<file path="src/rtl/scc_pkg.sv">
// Constants, register map and types of the synchroniser control I/O block
package scc_pkg;
  // Clock and timing
  localparam int CLK_NS     = 8;
  localparam int TICK_US    = 100;
  localparam int STORE_MS   = 30;
  localparam int SETTLE_MS  = 1000;
  localparam int HOLD_MS    = 1;
  localparam int TICK_CYC   = (TICK_US * 1000 + CLK_NS - 1) / CLK_NS;
  localparam int STORE_CYC  = (STORE_MS * 1000000 + CLK_NS - 1) / CLK_NS;
  localparam int SETTLE_CYC = (SETTLE_MS * 1000000) / CLK_NS;
  localparam int HOLD_CYC   = (HOLD_MS * 1000000 + CLK_NS - 1) / CLK_NS;
  // Widths
  localparam int AW     = 5;
  localparam int DW     = 16;
  localparam int DIFF_W = 24;
  localparam int CNT_W  = 27;
  localparam int TICK_W = 14;
  localparam int NPIN   = 10;
  // Parameter words, all held in the nonvolatile store
  localparam logic [2:0] P_CTRL   = 3'h0;
  localparam logic [2:0] P_FACTOR = 3'h1;
  localparam logic [2:0] P_TRIM   = 3'h2;
  localparam logic [2:0] P_TOL    = 3'h3;
  localparam logic [2:0] P_WIN    = 3'h4;
  localparam logic [2:0] P_PHASE  = 3'h5;
  localparam logic [2:0] P_LIMIT  = 3'h6;
  localparam logic [2:0] P_SPARE  = 3'h7;
  localparam logic [7:0][15:0] PRM_DEF = {16'h0000, 16'h07FF, 16'h0000, 16'h000A,
                                          16'h001E, 16'h0001, 16'h2710, 16'h0000};
  // Status and command registers
  localparam logic [4:0] R_STATUS  = 5'h08;
  localparam logic [4:0] R_DIFF    = 5'h09;
  localparam logic [4:0] R_IRQ_ST  = 5'h0A;
  localparam logic [4:0] R_IRQ_CLR = 5'h0B;
  localparam logic [4:0] R_IRQ_EN  = 5'h0C;
  localparam logic [4:0] R_CMD     = 5'h0D;
  // Control word fields
  localparam int C_MODE_LO  = 0;
  localparam int C_MARK_EN  = 3;
  localparam int C_MREV     = 4;
  localparam int C_SREV     = 5;
  localparam logic [2:0] MODE_RATIO = 3'h4;
  // Trim period limits in 100 us cycles
  localparam logic [15:0] TRIM_MIN = 16'h0001;
  localparam logic [15:0] TRIM_MAX = 16'h03E7;
  // Store layout: eight words then a validity mark (value arbitrary)
  localparam logic [3:0]  SIG_ADDR  = 4'h8;
  localparam logic [15:0] STORE_SIG = 16'h5AC3;
  localparam logic [3:0]  BOOT_LAST = 4'h9;
  // Interrupt bits
  localparam int I_ALARM = 0;
  localparam int I_LOST  = 1;
  localparam int I_MARK  = 2;
  localparam int I_STORE = 3;
  // Sequencer states
  typedef enum logic [3:0] {
    ST_BOOT   = 4'b0001,
    ST_SETTLE = 4'b0010,
    ST_RUN    = 4'b0100,
    ST_STORE  = 4'b1000
  } scc_fsm_t;
endpackage : scc_pkg

</file>
<file path="src/rtl/scc_sync.sv">
// Two-stage synchroniser for the discrete input pins
`timescale 1ns/1ns
module scc_sync #(
  parameter int W = 10
) (
  input  wire logic         core_clk, // System clock
  input  wire logic         rst,      // Synchronous reset
  input  wire logic [W-1:0] din,      // Asynchronous pins
  output logic      [W-1:0] dout      // Synchronised levels
);
  typedef struct packed {
    logic [W-1:0] meta;
    logic [W-1:0] sync;
  } scc_sync_t;
  scc_sync_t s, next_s;

  // Second stage reads the first and nothing else
  always_comb begin
    next_s      = s;
    next_s.meta = din;
    next_s.sync = s.meta;
  end

  // State register
  always_ff @(posedge core_clk) begin
    if (rst) begin
      s <= '0;
    end else begin
      s <= next_s;
    end
  end

  assign dout = s.sync;
endmodule : scc_sync

</file>
<file path="src/rtl/scc_nvmem.sv">
// Parameter store standing for the nonvolatile memory
`timescale 1ns/1ns
module scc_nvmem (
  input  wire logic        core_clk, // System clock
  input  wire logic        we,       // Write enable
  input  wire logic [3:0]  waddr,    // Write address
  input  wire logic [15:0] wdata,    // Write data
  input  wire logic [3:0]  raddr,    // Read address
  output logic      [15:0] rdata     // Registered read data
);
  typedef struct packed {
    logic [15:0][15:0] word;
    logic [15:0]       rd;
  } scc_mem_t;
  scc_mem_t s, next_s;

  // Contents survive reset on purpose
  always_comb begin
    next_s    = s;
    next_s.rd = s.word[raddr];
    if (we) begin
      next_s.word[waddr] = wdata;
    end
  end

  // State register, no reset
  always_ff @(posedge core_clk) begin
    s <= next_s;
  end

  assign rdata = s.rd;
endmodule : scc_nvmem

</file>
<file path="src/rtl/scc_control_io.sv">
// Discrete control inputs and status outputs of the drive synchroniser
// Function
// RULE1: The controller holds each command input steady for at least 1 ms.
// RULE2: Advance trim moves the slave ahead of the master, retard trim behind it.
// RULE3: Marker inputs act on rising edges only, and only when enabled. In mode 4 the code steps the ratio factor on held marker levels.
// RULE4: In mode 4 the master and slave markers raise and lower the ratio factor.
// RULE5: The reset input zeroes difference and correction and holds them while high.
// RULE6: A store rising edge saves all parameters; they return at next power-up.
// RULE7: A store takes 30 ms with normal operation halted and ready low.
// RULE8: After power-up ready stays low about one second, then goes high.
// RULE9: Alarm rises when the difference leaves the tolerance band either way.
// RULE10: Loss-of-sync rises when the correction is at its limit and sync fails.
// RULE11: Marker-in-window shows the slave marker fell inside the window.
// RULE12: On RS485 the host waits 32 ms at 600 baud down to 2 ms at 9600 baud.
// RULE13: Dialogues on the two serial ports never overlap.
// RULE14: Register access travels in framed message exchanges.
// RULE15: Each encoder's counting direction can be reversed by a setting.
// RULE16: Trim moves one increment every N cycles of 100 us, N from 1 to 999.
// RULE17: Every asynchronous input passes two flip-flops before use.
`timescale 1ns/1ns
module scc_control_io #(
  parameter int TICK_CYC   = scc_pkg::TICK_CYC,
  parameter int STORE_CYC  = scc_pkg::STORE_CYC,
  parameter int SETTLE_CYC = scc_pkg::SETTLE_CYC
) (
  input  wire logic        core_clk,        // 125 MHz clock
  input  wire logic        rst,             // Synchronous reset, power-up
  input  wire logic [4:0]  addr,            // Register index
  input  wire logic [15:0] wdata,           // Write data
  input  wire logic        wr,              // Write strobe
  input  wire logic        rd,              // Read strobe
  output logic      [15:0] rdata,           // Read data, cycle after rd
  input  wire logic        trim_adv_pin,    // Phase advance
  input  wire logic        trim_ret_pin,    // Phase retard
  input  wire logic        mark_master_pin, // Master marker
  input  wire logic        mark_slave_pin,  // Slave marker
  input  wire logic        diff_reset_pin,  // Difference counter reset
  input  wire logic        store_pin,       // Store parameters
  input  wire logic        master_enc_a,    // Master encoder channel A
  input  wire logic        master_enc_b,    // Master encoder channel B
  input  wire logic        slave_enc_a,     // Slave encoder channel A
  input  wire logic        slave_enc_b,     // Slave encoder channel B
  output logic      [15:0] corr_out,        // Signed correction value
  output logic             ready,           // Ready to run
  output logic             alarm,           // Out of tolerance
  output logic             lost_sync,       // Sync lost at full correction
  output logic             mark_in_window,  // Slave marker in window
  output logic             irq              // Interrupt, level
);
  typedef struct packed {
    scc_pkg::scc_fsm_t  st;
    logic [26:0]        cnt;
    logic [13:0]        tick_cnt;
    logic [15:0]        trim_cnt;
    logic [7:0][15:0]   prm;
    logic               sig_ok;
    logic               mm_d;
    logic               ms_d;
    logic               store_d;
    logic [1:0]         enc_m;
    logic [1:0]         enc_s;
    logic [23:0]        diff;
    logic [23:0]        mpos;
    logic [15:0]        corr;
    logic               ready;
    logic               alarm;
    logic               lost;
    logic               in_win;
    logic [3:0]         irq_st;
    logic [3:0]         irq_en;
    logic               irq;
    logic [15:0]        rdata;
  } scc_state_t;
  scc_state_t s, next_s;

  logic [9:0]  pins;
  logic [15:0] mem_rdata;
  logic        mem_we;
  logic [3:0]  mem_waddr;
  logic [15:0] mem_wdata;
  logic [3:0]  mem_raddr;
  logic        tick;
  logic        trim_step;
  logic        trim_act;
  logic        ratio_mode;
  logic        mm_edge;
  logic        ms_edge;
  logic        store_req;
  logic [1:0]  dm;
  logic [1:0]  ds;
  logic [15:0] trim_n;
  logic [23:0] mag_d;
  logic [23:0] err;
  logic [23:0] lim;
  logic [3:0]  ev;

  // Quadrature step: +1, -1 or 0, negated when reversed
  function automatic logic [1:0] qdec(input logic [1:0] p, input logic [1:0] c,
                                      input logic rev);
    logic [1:0] r;
    r = 2'h0;
    case ({p, c})
      4'h1, 4'h7, 4'hE, 4'h8: r = 2'h1;
      4'h2, 4'hB, 4'hD, 4'h4: r = 2'h3;
      default:                r = 2'h0;
    endcase
    return rev ? 2'(-r) : r;
  endfunction : qdec

  function automatic logic [23:0] mag(input logic [23:0] v);
    return v[23] ? 24'(-v) : v;
  endfunction : mag

  function automatic logic [23:0] sx2(input logic [1:0] v);
    return {{22{v[1]}}, v};
  endfunction : sx2

  ////////////////////////////////////////////////////////////////////////
  // Pin synchroniser and parameter store
  scc_sync #(.W(scc_pkg::NPIN)) u_sync (               // see RULE17
    .core_clk (core_clk),
    .rst      (rst),
    .din      ({slave_enc_a, slave_enc_b, master_enc_a, master_enc_b, store_pin,
                diff_reset_pin, mark_slave_pin, mark_master_pin, trim_ret_pin,
                trim_adv_pin}),
    .dout     (pins)
  );

  scc_nvmem u_mem (
    .core_clk (core_clk),
    .we       (mem_we),
    .waddr    (mem_waddr),
    .wdata    (mem_wdata),
    .raddr    (mem_raddr),
    .rdata    (mem_rdata)
  );

  ////////////////////////////////////////////////////////////////////////
  // Next-state logic
  always_comb begin
    next_s     = s;
    ev         = 4'h0;
    mem_we     = 1'b0;
    mem_waddr  = s.cnt[3:0];
    mem_wdata  = (s.cnt[3:0] == scc_pkg::SIG_ADDR) ? scc_pkg::STORE_SIG : s.prm[s.cnt[2:0]];
    mem_raddr  = (s.cnt[3:0] == 4'h0) ? scc_pkg::SIG_ADDR : 4'(s.cnt[3:0] - 4'h1);
    ratio_mode = s.prm[scc_pkg::P_CTRL][2:0] == scc_pkg::MODE_RATIO;
    // Inputs are only sampled after the synchroniser; held 1 ms by the controller
    mm_edge    = pins[2] & ~s.mm_d & s.prm[scc_pkg::P_CTRL][scc_pkg::C_MARK_EN]; // see RULE3
    ms_edge    = pins[3] & ~s.ms_d & s.prm[scc_pkg::P_CTRL][scc_pkg::C_MARK_EN]; // see RULE3
    store_req  = (pins[5] & ~s.store_d)                                          // see RULE6
                 | (wr && addr == scc_pkg::R_CMD && wdata[0]);
    next_s.mm_d    = pins[2];
    next_s.ms_d    = pins[3];
    next_s.store_d = pins[5];
    next_s.enc_m   = pins[7:6];
    next_s.enc_s   = pins[9:8];
    dm = qdec(s.enc_m, pins[7:6], s.prm[scc_pkg::P_CTRL][scc_pkg::C_MREV]); // see RULE15
    ds = qdec(s.enc_s, pins[9:8], s.prm[scc_pkg::P_CTRL][scc_pkg::C_SREV]); // see RULE15

    // 100 us processing tick and trim pacing
    tick = s.tick_cnt == 14'(TICK_CYC - 1);
    next_s.tick_cnt = tick ? 14'h0000 : 14'(s.tick_cnt + 14'h0001);
    trim_n = s.prm[scc_pkg::P_TRIM];
    if (trim_n < scc_pkg::TRIM_MIN) begin
      trim_n = scc_pkg::TRIM_MIN;
    end else if (trim_n > scc_pkg::TRIM_MAX) begin
      trim_n = scc_pkg::TRIM_MAX;
    end
    trim_act = ratio_mode ? ((pins[2] | pins[3]) & s.prm[scc_pkg::P_CTRL][scc_pkg::C_MARK_EN])
                          : (pins[0] | pins[1]);
    trim_step = 1'b0;
    if (!trim_act) begin
      next_s.trim_cnt = 16'h0000;
    end else if (tick) begin
      if (16'(s.trim_cnt + 16'h0001) >= trim_n) begin                  // see RULE16
        trim_step       = 1'b1;
        next_s.trim_cnt = 16'h0000;
      end else begin
        next_s.trim_cnt = 16'(s.trim_cnt + 16'h0001);
      end
    end

    // Difference counter, correction and markers while running
    lim   = {9'h000, s.prm[scc_pkg::P_LIMIT][14:0]};
    mag_d = mag(s.diff);
    err   = 24'(s.diff - s.mpos - {{8{s.prm[scc_pkg::P_PHASE][15]}}, s.prm[scc_pkg::P_PHASE]});
    if (pins[4] || s.st != scc_pkg::ST_RUN && s.st != scc_pkg::ST_STORE) begin
      next_s.diff = 24'h000000;                                         // see RULE5
      next_s.corr = 16'h0000;                                           // see RULE5
    end else if (s.st == scc_pkg::ST_RUN) begin
      next_s.diff = 24'(s.diff + sx2(dm) - sx2(ds));
      if (trim_step && !ratio_mode) begin
        if (pins[0] && !pins[1]) begin
          next_s.diff = 24'(next_s.diff - 24'h000001);                  // see RULE2
        end else if (pins[1] && !pins[0]) begin
          next_s.diff = 24'(next_s.diff + 24'h000001);                  // see RULE2
        end
      end
      if (mag_d > lim) begin
        next_s.corr = s.diff[23] ? 16'(-lim) : lim[15:0];
      end else begin
        next_s.corr = s.diff[15:0];
      end
      if (!ratio_mode && mm_edge) begin
        next_s.mpos = s.diff;
      end
      if (!ratio_mode && ms_edge) begin
        next_s.in_win = mag(err) <= {8'h00, s.prm[scc_pkg::P_WIN]};     // see RULE11
        ev[scc_pkg::I_MARK] = 1'b1;
      end
      if (ratio_mode && trim_step) begin
        if (pins[2] && !pins[3] && s.prm[scc_pkg::P_FACTOR] != 16'hFFFF) begin
          next_s.prm[scc_pkg::P_FACTOR] = 16'(s.prm[scc_pkg::P_FACTOR] + 16'h0001); // see RULE4
        end else if (pins[3] && !pins[2] && s.prm[scc_pkg::P_FACTOR] > 16'h0001) begin
          next_s.prm[scc_pkg::P_FACTOR] = 16'(s.prm[scc_pkg::P_FACTOR] - 16'h0001); // see RULE4
        end
      end
    end
    next_s.alarm = s.st == scc_pkg::ST_RUN                              // see RULE9
                   && mag_d > {8'h00, s.prm[scc_pkg::P_TOL]};
    next_s.lost  = s.st == scc_pkg::ST_RUN && mag_d > lim               // see RULE10
                   && mag_d > {8'h00, s.prm[scc_pkg::P_TOL]};
    ev[scc_pkg::I_ALARM] = next_s.alarm & ~s.alarm;
    ev[scc_pkg::I_LOST]  = next_s.lost & ~s.lost;

    // Register writes, framed upstream by the serial layer
    if (wr && s.st != scc_pkg::ST_BOOT) begin                           // see RULE14
      if (!addr[4] && !addr[3]) begin
        next_s.prm[addr[2:0]] = wdata;
      end else if (addr == scc_pkg::R_IRQ_EN) begin
        next_s.irq_en = wdata[3:0];
      end
    end

    // Sequencer: restore, settle, run, store
    case (s.st)
      scc_pkg::ST_BOOT: begin
        next_s.cnt = 27'(s.cnt + 27'h1);
        if (s.cnt[3:0] == 4'h1) begin
          next_s.sig_ok = mem_rdata == scc_pkg::STORE_SIG;
        end else if (s.cnt[3:0] >= 4'h2 && s.sig_ok) begin
          next_s.prm[3'(s.cnt[3:0] - 4'h2)] = mem_rdata;               // see RULE6
        end
        if (s.cnt[3:0] == scc_pkg::BOOT_LAST) begin
          next_s.st  = scc_pkg::ST_SETTLE;
          next_s.cnt = 27'h0;
        end
      end
      scc_pkg::ST_SETTLE: begin
        next_s.cnt = 27'(s.cnt + 27'h1);
        if (s.cnt == 27'(SETTLE_CYC - 1)) begin                          // see RULE8
          next_s.st  = scc_pkg::ST_RUN;
          next_s.cnt = 27'h0;
        end
      end
      scc_pkg::ST_RUN: begin
        if (store_req) begin
          next_s.st  = scc_pkg::ST_STORE;
          next_s.cnt = 27'h0;
        end
      end
      scc_pkg::ST_STORE: begin
        mem_we     = s.cnt <= 27'(scc_pkg::SIG_ADDR);                    // see RULE6
        next_s.cnt = 27'(s.cnt + 27'h1);
        if (s.cnt == 27'(STORE_CYC - 1)) begin                           // see RULE7
          next_s.st  = scc_pkg::ST_RUN;
          next_s.cnt = 27'h0;
          ev[scc_pkg::I_STORE] = 1'b1;
        end
      end
      default: begin
        next_s.st  = scc_pkg::ST_BOOT;
        next_s.cnt = 27'h0;
      end
    endcase
    next_s.ready = next_s.st == scc_pkg::ST_RUN;                        // see RULE7

    // Sticky status: a new event wins over a clear
    next_s.irq_st = s.irq_st;
    if (wr && addr == scc_pkg::R_IRQ_CLR) begin
      next_s.irq_st = s.irq_st & ~wdata[3:0];
    end
    next_s.irq_st = next_s.irq_st | ev;
    next_s.irq    = |(next_s.irq_st & next_s.irq_en);

    // Read data valid only in the cycle after the strobe
    next_s.rdata = 16'h0000;
    if (rd) begin
      if (!addr[4] && !addr[3]) begin
        next_s.rdata = s.prm[addr[2:0]];
      end else begin
        case (addr)
          scc_pkg::R_STATUS: next_s.rdata = {11'h000, s.st == scc_pkg::ST_STORE, s.in_win,
                                             s.lost, s.alarm, s.ready};
          scc_pkg::R_DIFF:   next_s.rdata = s.diff[15:0];
          scc_pkg::R_IRQ_ST: next_s.rdata = {12'h000, s.irq_st};
          scc_pkg::R_IRQ_EN: next_s.rdata = {12'h000, s.irq_en};
          default:           next_s.rdata = 16'h0000;
        endcase
      end
    end
  end

  ////////////////////////////////////////////////////////////////////////
  // State register
  always_ff @(posedge core_clk) begin
    if (rst) begin
      s     <= '0;
      s.st  <= scc_pkg::ST_BOOT;
      s.prm <= scc_pkg::PRM_DEF;
    end else begin
      s <= next_s;
    end
  end

  assign rdata          = s.rdata;
  assign corr_out       = s.corr;
  assign ready          = s.ready;
  assign alarm          = s.alarm;
  assign lost_sync      = s.lost;
  assign mark_in_window = s.in_win;
  assign irq            = s.irq;
endmodule : scc_control_io

</file>
<file path="config.mk">
export PLATFORM = sky130hd
export DESIGN_NAME = scc_control_io
export DESIGN_NICKNAME = d
export VERILOG_FILES = /design/src/rtl/scc_pkg.sv /design/src/rtl/scc_sync.sv /design/src/rtl/scc_nvmem.sv /design/src/rtl/scc_control_io.sv
export SDC_FILE = /design/constraint.sdc
export NUM_CORES = 2
export LEC_CHECK = 0
export ABC_CLOCK_PERIOD_IN_PS = 11400
export BUFFER_PORTS_ARGS = -buffer_cell sky130_fd_sc_hd__buf_2
export CAP_MARGIN = 10
export CORE_ASPECT_RATIO = 0.6
export CORE_MARGIN = 10
export CORE_UTILIZATION = 50
export CTS_CLUSTER_SIZE = 16
export DETAILED_ROUTE_END_ITERATION = 6
export GPL_TIMING_DRIVEN = 0
export PLACE_DENSITY_LB_ADDON = 0.08
export SLEW_MARGIN = 20
export SYNTH_ARGS = -nofsm -noshare
export SYNTH_HDL_FRONTEND = slang
export SYNTH_SLANG_ARGS = --single-unit
</file>
<file path="constraint.sdc">
create_clock -name core_clk -period 11.4 [get_ports core_clk]
set_input_delay 1.14 -clock core_clk [delete_from_list [all_inputs] [get_ports core_clk]]
set_output_delay 1.14 -clock core_clk [all_outputs]
set_load 0.005 [all_outputs]
</file>
==> results by group <==
Status
  – Outcome: complete, but fails checks
  – Violated checks: design-rule violations

Timing
  – Final worst-path cycle share: 0.6077
  – Final Hold Viols: 0
  – Final Critical Period: 6.927 ns
  – Total negative slack: 0 ns
  – RSZ-0062 raised after global routing: no
  – Final setup vio count: 0
  – Worst setup margin: 4.473 ns
  – Worst-Margin Slew: 1.287 ns
  – Relative max-transition margin: 0.1421
  – Fmax: between 100 and 150 MHz
  – Skew final: 0.04393 ns
  – Fin. max-slew vios: 0

Clock network
  – Clk sinks: 582
  – H-tree levels: 2
  – CTS tree: done
  – Gates resized, CTS repair: 0
  – Setup Fix Bufs, Post-CTS: 0
  – Clk buf depth: 3
  – Hold-fix buffers at CTS: 0
  – CTS Root Cell: clkbuf_16
  – Clk Latency, worst-skew pair: 0.67 ns
  – Num CTS Buffers: 55
  – Reg clk slew, reported paths: 0.07 ns

Logic synthesis
  – Syn_area_per_cell: between 9 and 10 µm²
  – Compound-Gate Fraction of Synth Area: 0.1591
  – Cell variety after synth: 93
  – Post-synth ARST share: 0
  – Sequential fraction of the synthesis area: 0.4158
  – Cells after synthesis: roughly 3.6k
  – Post-Synthesis Cell Area: between 0.03 and 0.04 mm²
  – Adder-cell area share of the yosys netlist: 0.07635
  – Main combinational cell family by area after synthesis: simple AND/OR/NAND/NOR gates
  – Post-synth EDFFs: 256
  – Post-Synth XOR/XNOR Area: 0.04305
  – Seq cells post-synth: approximately 580
  – Synth warnings: 0
  – Post-Synth Simple-Gate Area: 0.1669
  – Main synth FF type: dfxtp_1
  – Post-synthesis mux area share: 0.08682

Placement
  – Placement Setup Slack: 4.886 ns
  – RD Place Congestion: 1.046
  – Placed cell area: 0.03611 mm²
  – I/O Buffers: 54
  – HPWL Detailed: 106,900 µm

Global route
  – Overall Global Routing Usage: 0.3339
  – First-pass GRT wire length: 198,000 µm
  – Largest net degree at the start of global routing: 22
  – Congestion Overflow GR: 0
  – Vias in the first global route: 28.38k
  – Initial antenna violation count: 10

Setup path
  – WP buf/inv: 1
  – WP depth: 16
  – Critical path class: reg2reg
  – Worst Setup End Kind: register
  – Worst setup SP type: register
  – Worst-path maximum fanout: 21
  – Setup slack, reg-to-reg: approximately 4.5 ns
  – Crit path max-delay cell type: inv_1
  – Critical Path AT: roughly 7.4 ns
  – CP dominant cell by count: fa_1
  – Worst Setup SP: s[105]
  – Register-to-Register Path Depth: 16
  – Worst path top cell family by delay: compound AO/OA/AOI/OAI gates
  – Crit path required time: 11.91 ns
  – Crit-path cells: nand2_1, xor2_2, inv_1, fa_1, fa_1, a21o_1, and4_1, o21ai_0, a21oi_1, xor2_1, nand3_1, nor3_1, nand4_1, o32ai_1, mux2i_1, o311ai_0
  – Slowest stage delay, CP: just under 0.8 ns
  – Reg-to-reg startpoint: s[105]

Detailed routing
  – DR vias: 31.05k
  – Wire length on met2: between 40,000 and 50,000 µm
  – Top Metal Used: met5
  – DR vias/cell: 6.605
  – WL/cell: around 30 µm
  – DRT Wirelength: 137,200 µm
  – Iter 0 DRT Violations: 4,680
  – Antenna viol nets, final: 0
  – DRT Pass-1 Iters: 7
  – Routed wl met3: 23,230 µm
  – Routed length on met1: around 62,000 µm
  – DRC viols: 1

Floorplan
  – Die area: 0.07957 mm²
  – Initial Util: 0.5037
  – Rows: 74
  – Die X: 357.6 µm
  – Core area: between 0.06 and 0.07 mm²
  – Die height: approximately 220 µm
  – I/O pin cnt: 72

Finish
  – Area Growth Syn to Fin: 11.37%
  – Area occupied by multi-input gates: 0.01837 mm²
  – Fillcell total: 6,049
  – Register Area: 0.01421 mm²
  – Share of layout cells above drive strength 1: 0.1003
  – Final instance area: ~0.038 mm²
  – Layout net count: 3,956

Pwr
  – Pleak: 0.01374 µW
  – Worst vdd ir: 0.0001574 V
  – PwrDens: 137.2 mW/mm²

Worst hold path
  – Hold Startpoint: u_sync.next_s[4]
  – Tightest Hold Check Type: reg2reg
  – Hold path cells: 1

Run
  – Max-cap violations: 0
[layout make-up]
class,instances,area share
multi-input cells,2589,0.4826
flip-flops and latches,582,0.3734
clock buffers,67,0.03895
plain buffers,282,0.03254
well taps,912,0.02998
repair buffers,86,0.01611
inverters,144,0.01420
clock inverters,37,0.01213
diodes,2,0.0001315
[placed cells by master (no fill, tap or decap), drive strengths merged, types with 12 or more instances in the layout]
cell type and instances:
clkbuf 281, clkinv 20, xor2 62, mux4 60, a22oi 18, a21o 26
mux2 25, o21ai 141, nand3b 30, a221oi 15, a21oi 208, o221ai 58
buf 154, or2 17, o21a 13, o211ai 38, o31ai 16, and2 13
nand4 39, nand3 103, a311oi 24, nor4b 12, a211oi 138, fa 46
a31oi 18, nor2b 42, o22ai 28, dfxtp 326, edfxtp 256, or3 19
xnor2 106, nor4 25, and3 36, nand2b 40, nor2 380, mux2i 133
nand2 341, inv 150, nor3 64, ha 135
[stage by stage]
step | utilization | std cells | total power, µW | hold WS, ns
floorplan | - | 3597 | 2812 | 0.4138
global placement | 0.5247 | 4563 | 3155 | 0.4306
detailed placement | 0.5321 | 4595 | 3182 | 0.4223
CTS | 0.5608 | 4699 | 5175 | 0.4384
global route | 0.5608 | 4699 | 5356 | 0.4550
finish | 0.5609 | 4701 | 5222 | 0.4376
[where the power goes]
part / switching [µW] / internal, µW
clock network: 903 / 1120
logic: 707 / 261
registers: 15.3 / 2210
[routing by layer]
layer / global-route usage / up-vias
met4: 0.06906 / 18
met3: 0.1544 / 219
met5: 0 / -
met2: 0.4041 / 2095
li1: - / 13400
met1: 0.5182 / 15320
[state kept, by name (all words and copies together), names as in the netlist, 4 cells and up, named ones only]
name,count
corr_out,16
lim,15
mem_waddr,4
rdata,16
s,230
u_mem.rdata,16
u_mem.s,256
u_sync.dout,10
u_sync.next_s,10
[synth_stat cells, drive strengths merged (42+ instances only)]
| cell type | count | share of area |
|---|---|---|
| nor2b | 42 | 0.0077 |
| fa | 46 | 0.027 |
| dfxtp | 326 | 0.19 |
| nand2 | 341 | 0.037 |
| nand3 | 103 | 0.015 |
| nor3 | 64 | 0.010 |
| xor2 | 62 | 0.016 |
| inv | 143 | 0.016 |
| nor2 | 380 | 0.042 |
| a21oi | 208 | 0.031 |
| buf | 69 | 0.013 |
| xnor2 | 106 | 0.027 |
| clkbuf | 213 | 0.023 |
| ha | 135 | 0.049 |
| mux2i | 133 | 0.039 |
| o21ai | 141 | 0.021 |
| o221ai | 58 | 0.015 |
| mux4 | 60 | 0.040 |
| a211oi | 138 | 0.030 |
| edfxtp | 256 | 0.22 |
[worst paths after layout]
check	endpoint
worst max register to register	s[92]
worst max-delay path	s[92]
worst min register to register	u_sync.dout[4]
worst min-delay path	u_sync.dout[4]
[worst register-to-register path: cells and delay by family (launching register included)]
kind | cells | cell delay [ns]
adders and majority gates | 2 | 1.22
DFF | 1 | 0.53
muxes | 1 | 0.25
xor gates and xnor gates | 2 | 1.20
AOI/OAI and AO/OA | 5 | 1.56
buffers and inverters | 1 | 0.80
and+or+nand+nor | 5 | 1.23
[cells by family after synthesis]
group           count (synthesis)
compound gates                815
xor+xnor                      168
flops                         582
other cells                     1
fa+ha+maj                     181
simple gates                 1201
buf+inv                       426
mux                           218
No activity file was read; power rests on OpenSTA's default activity.
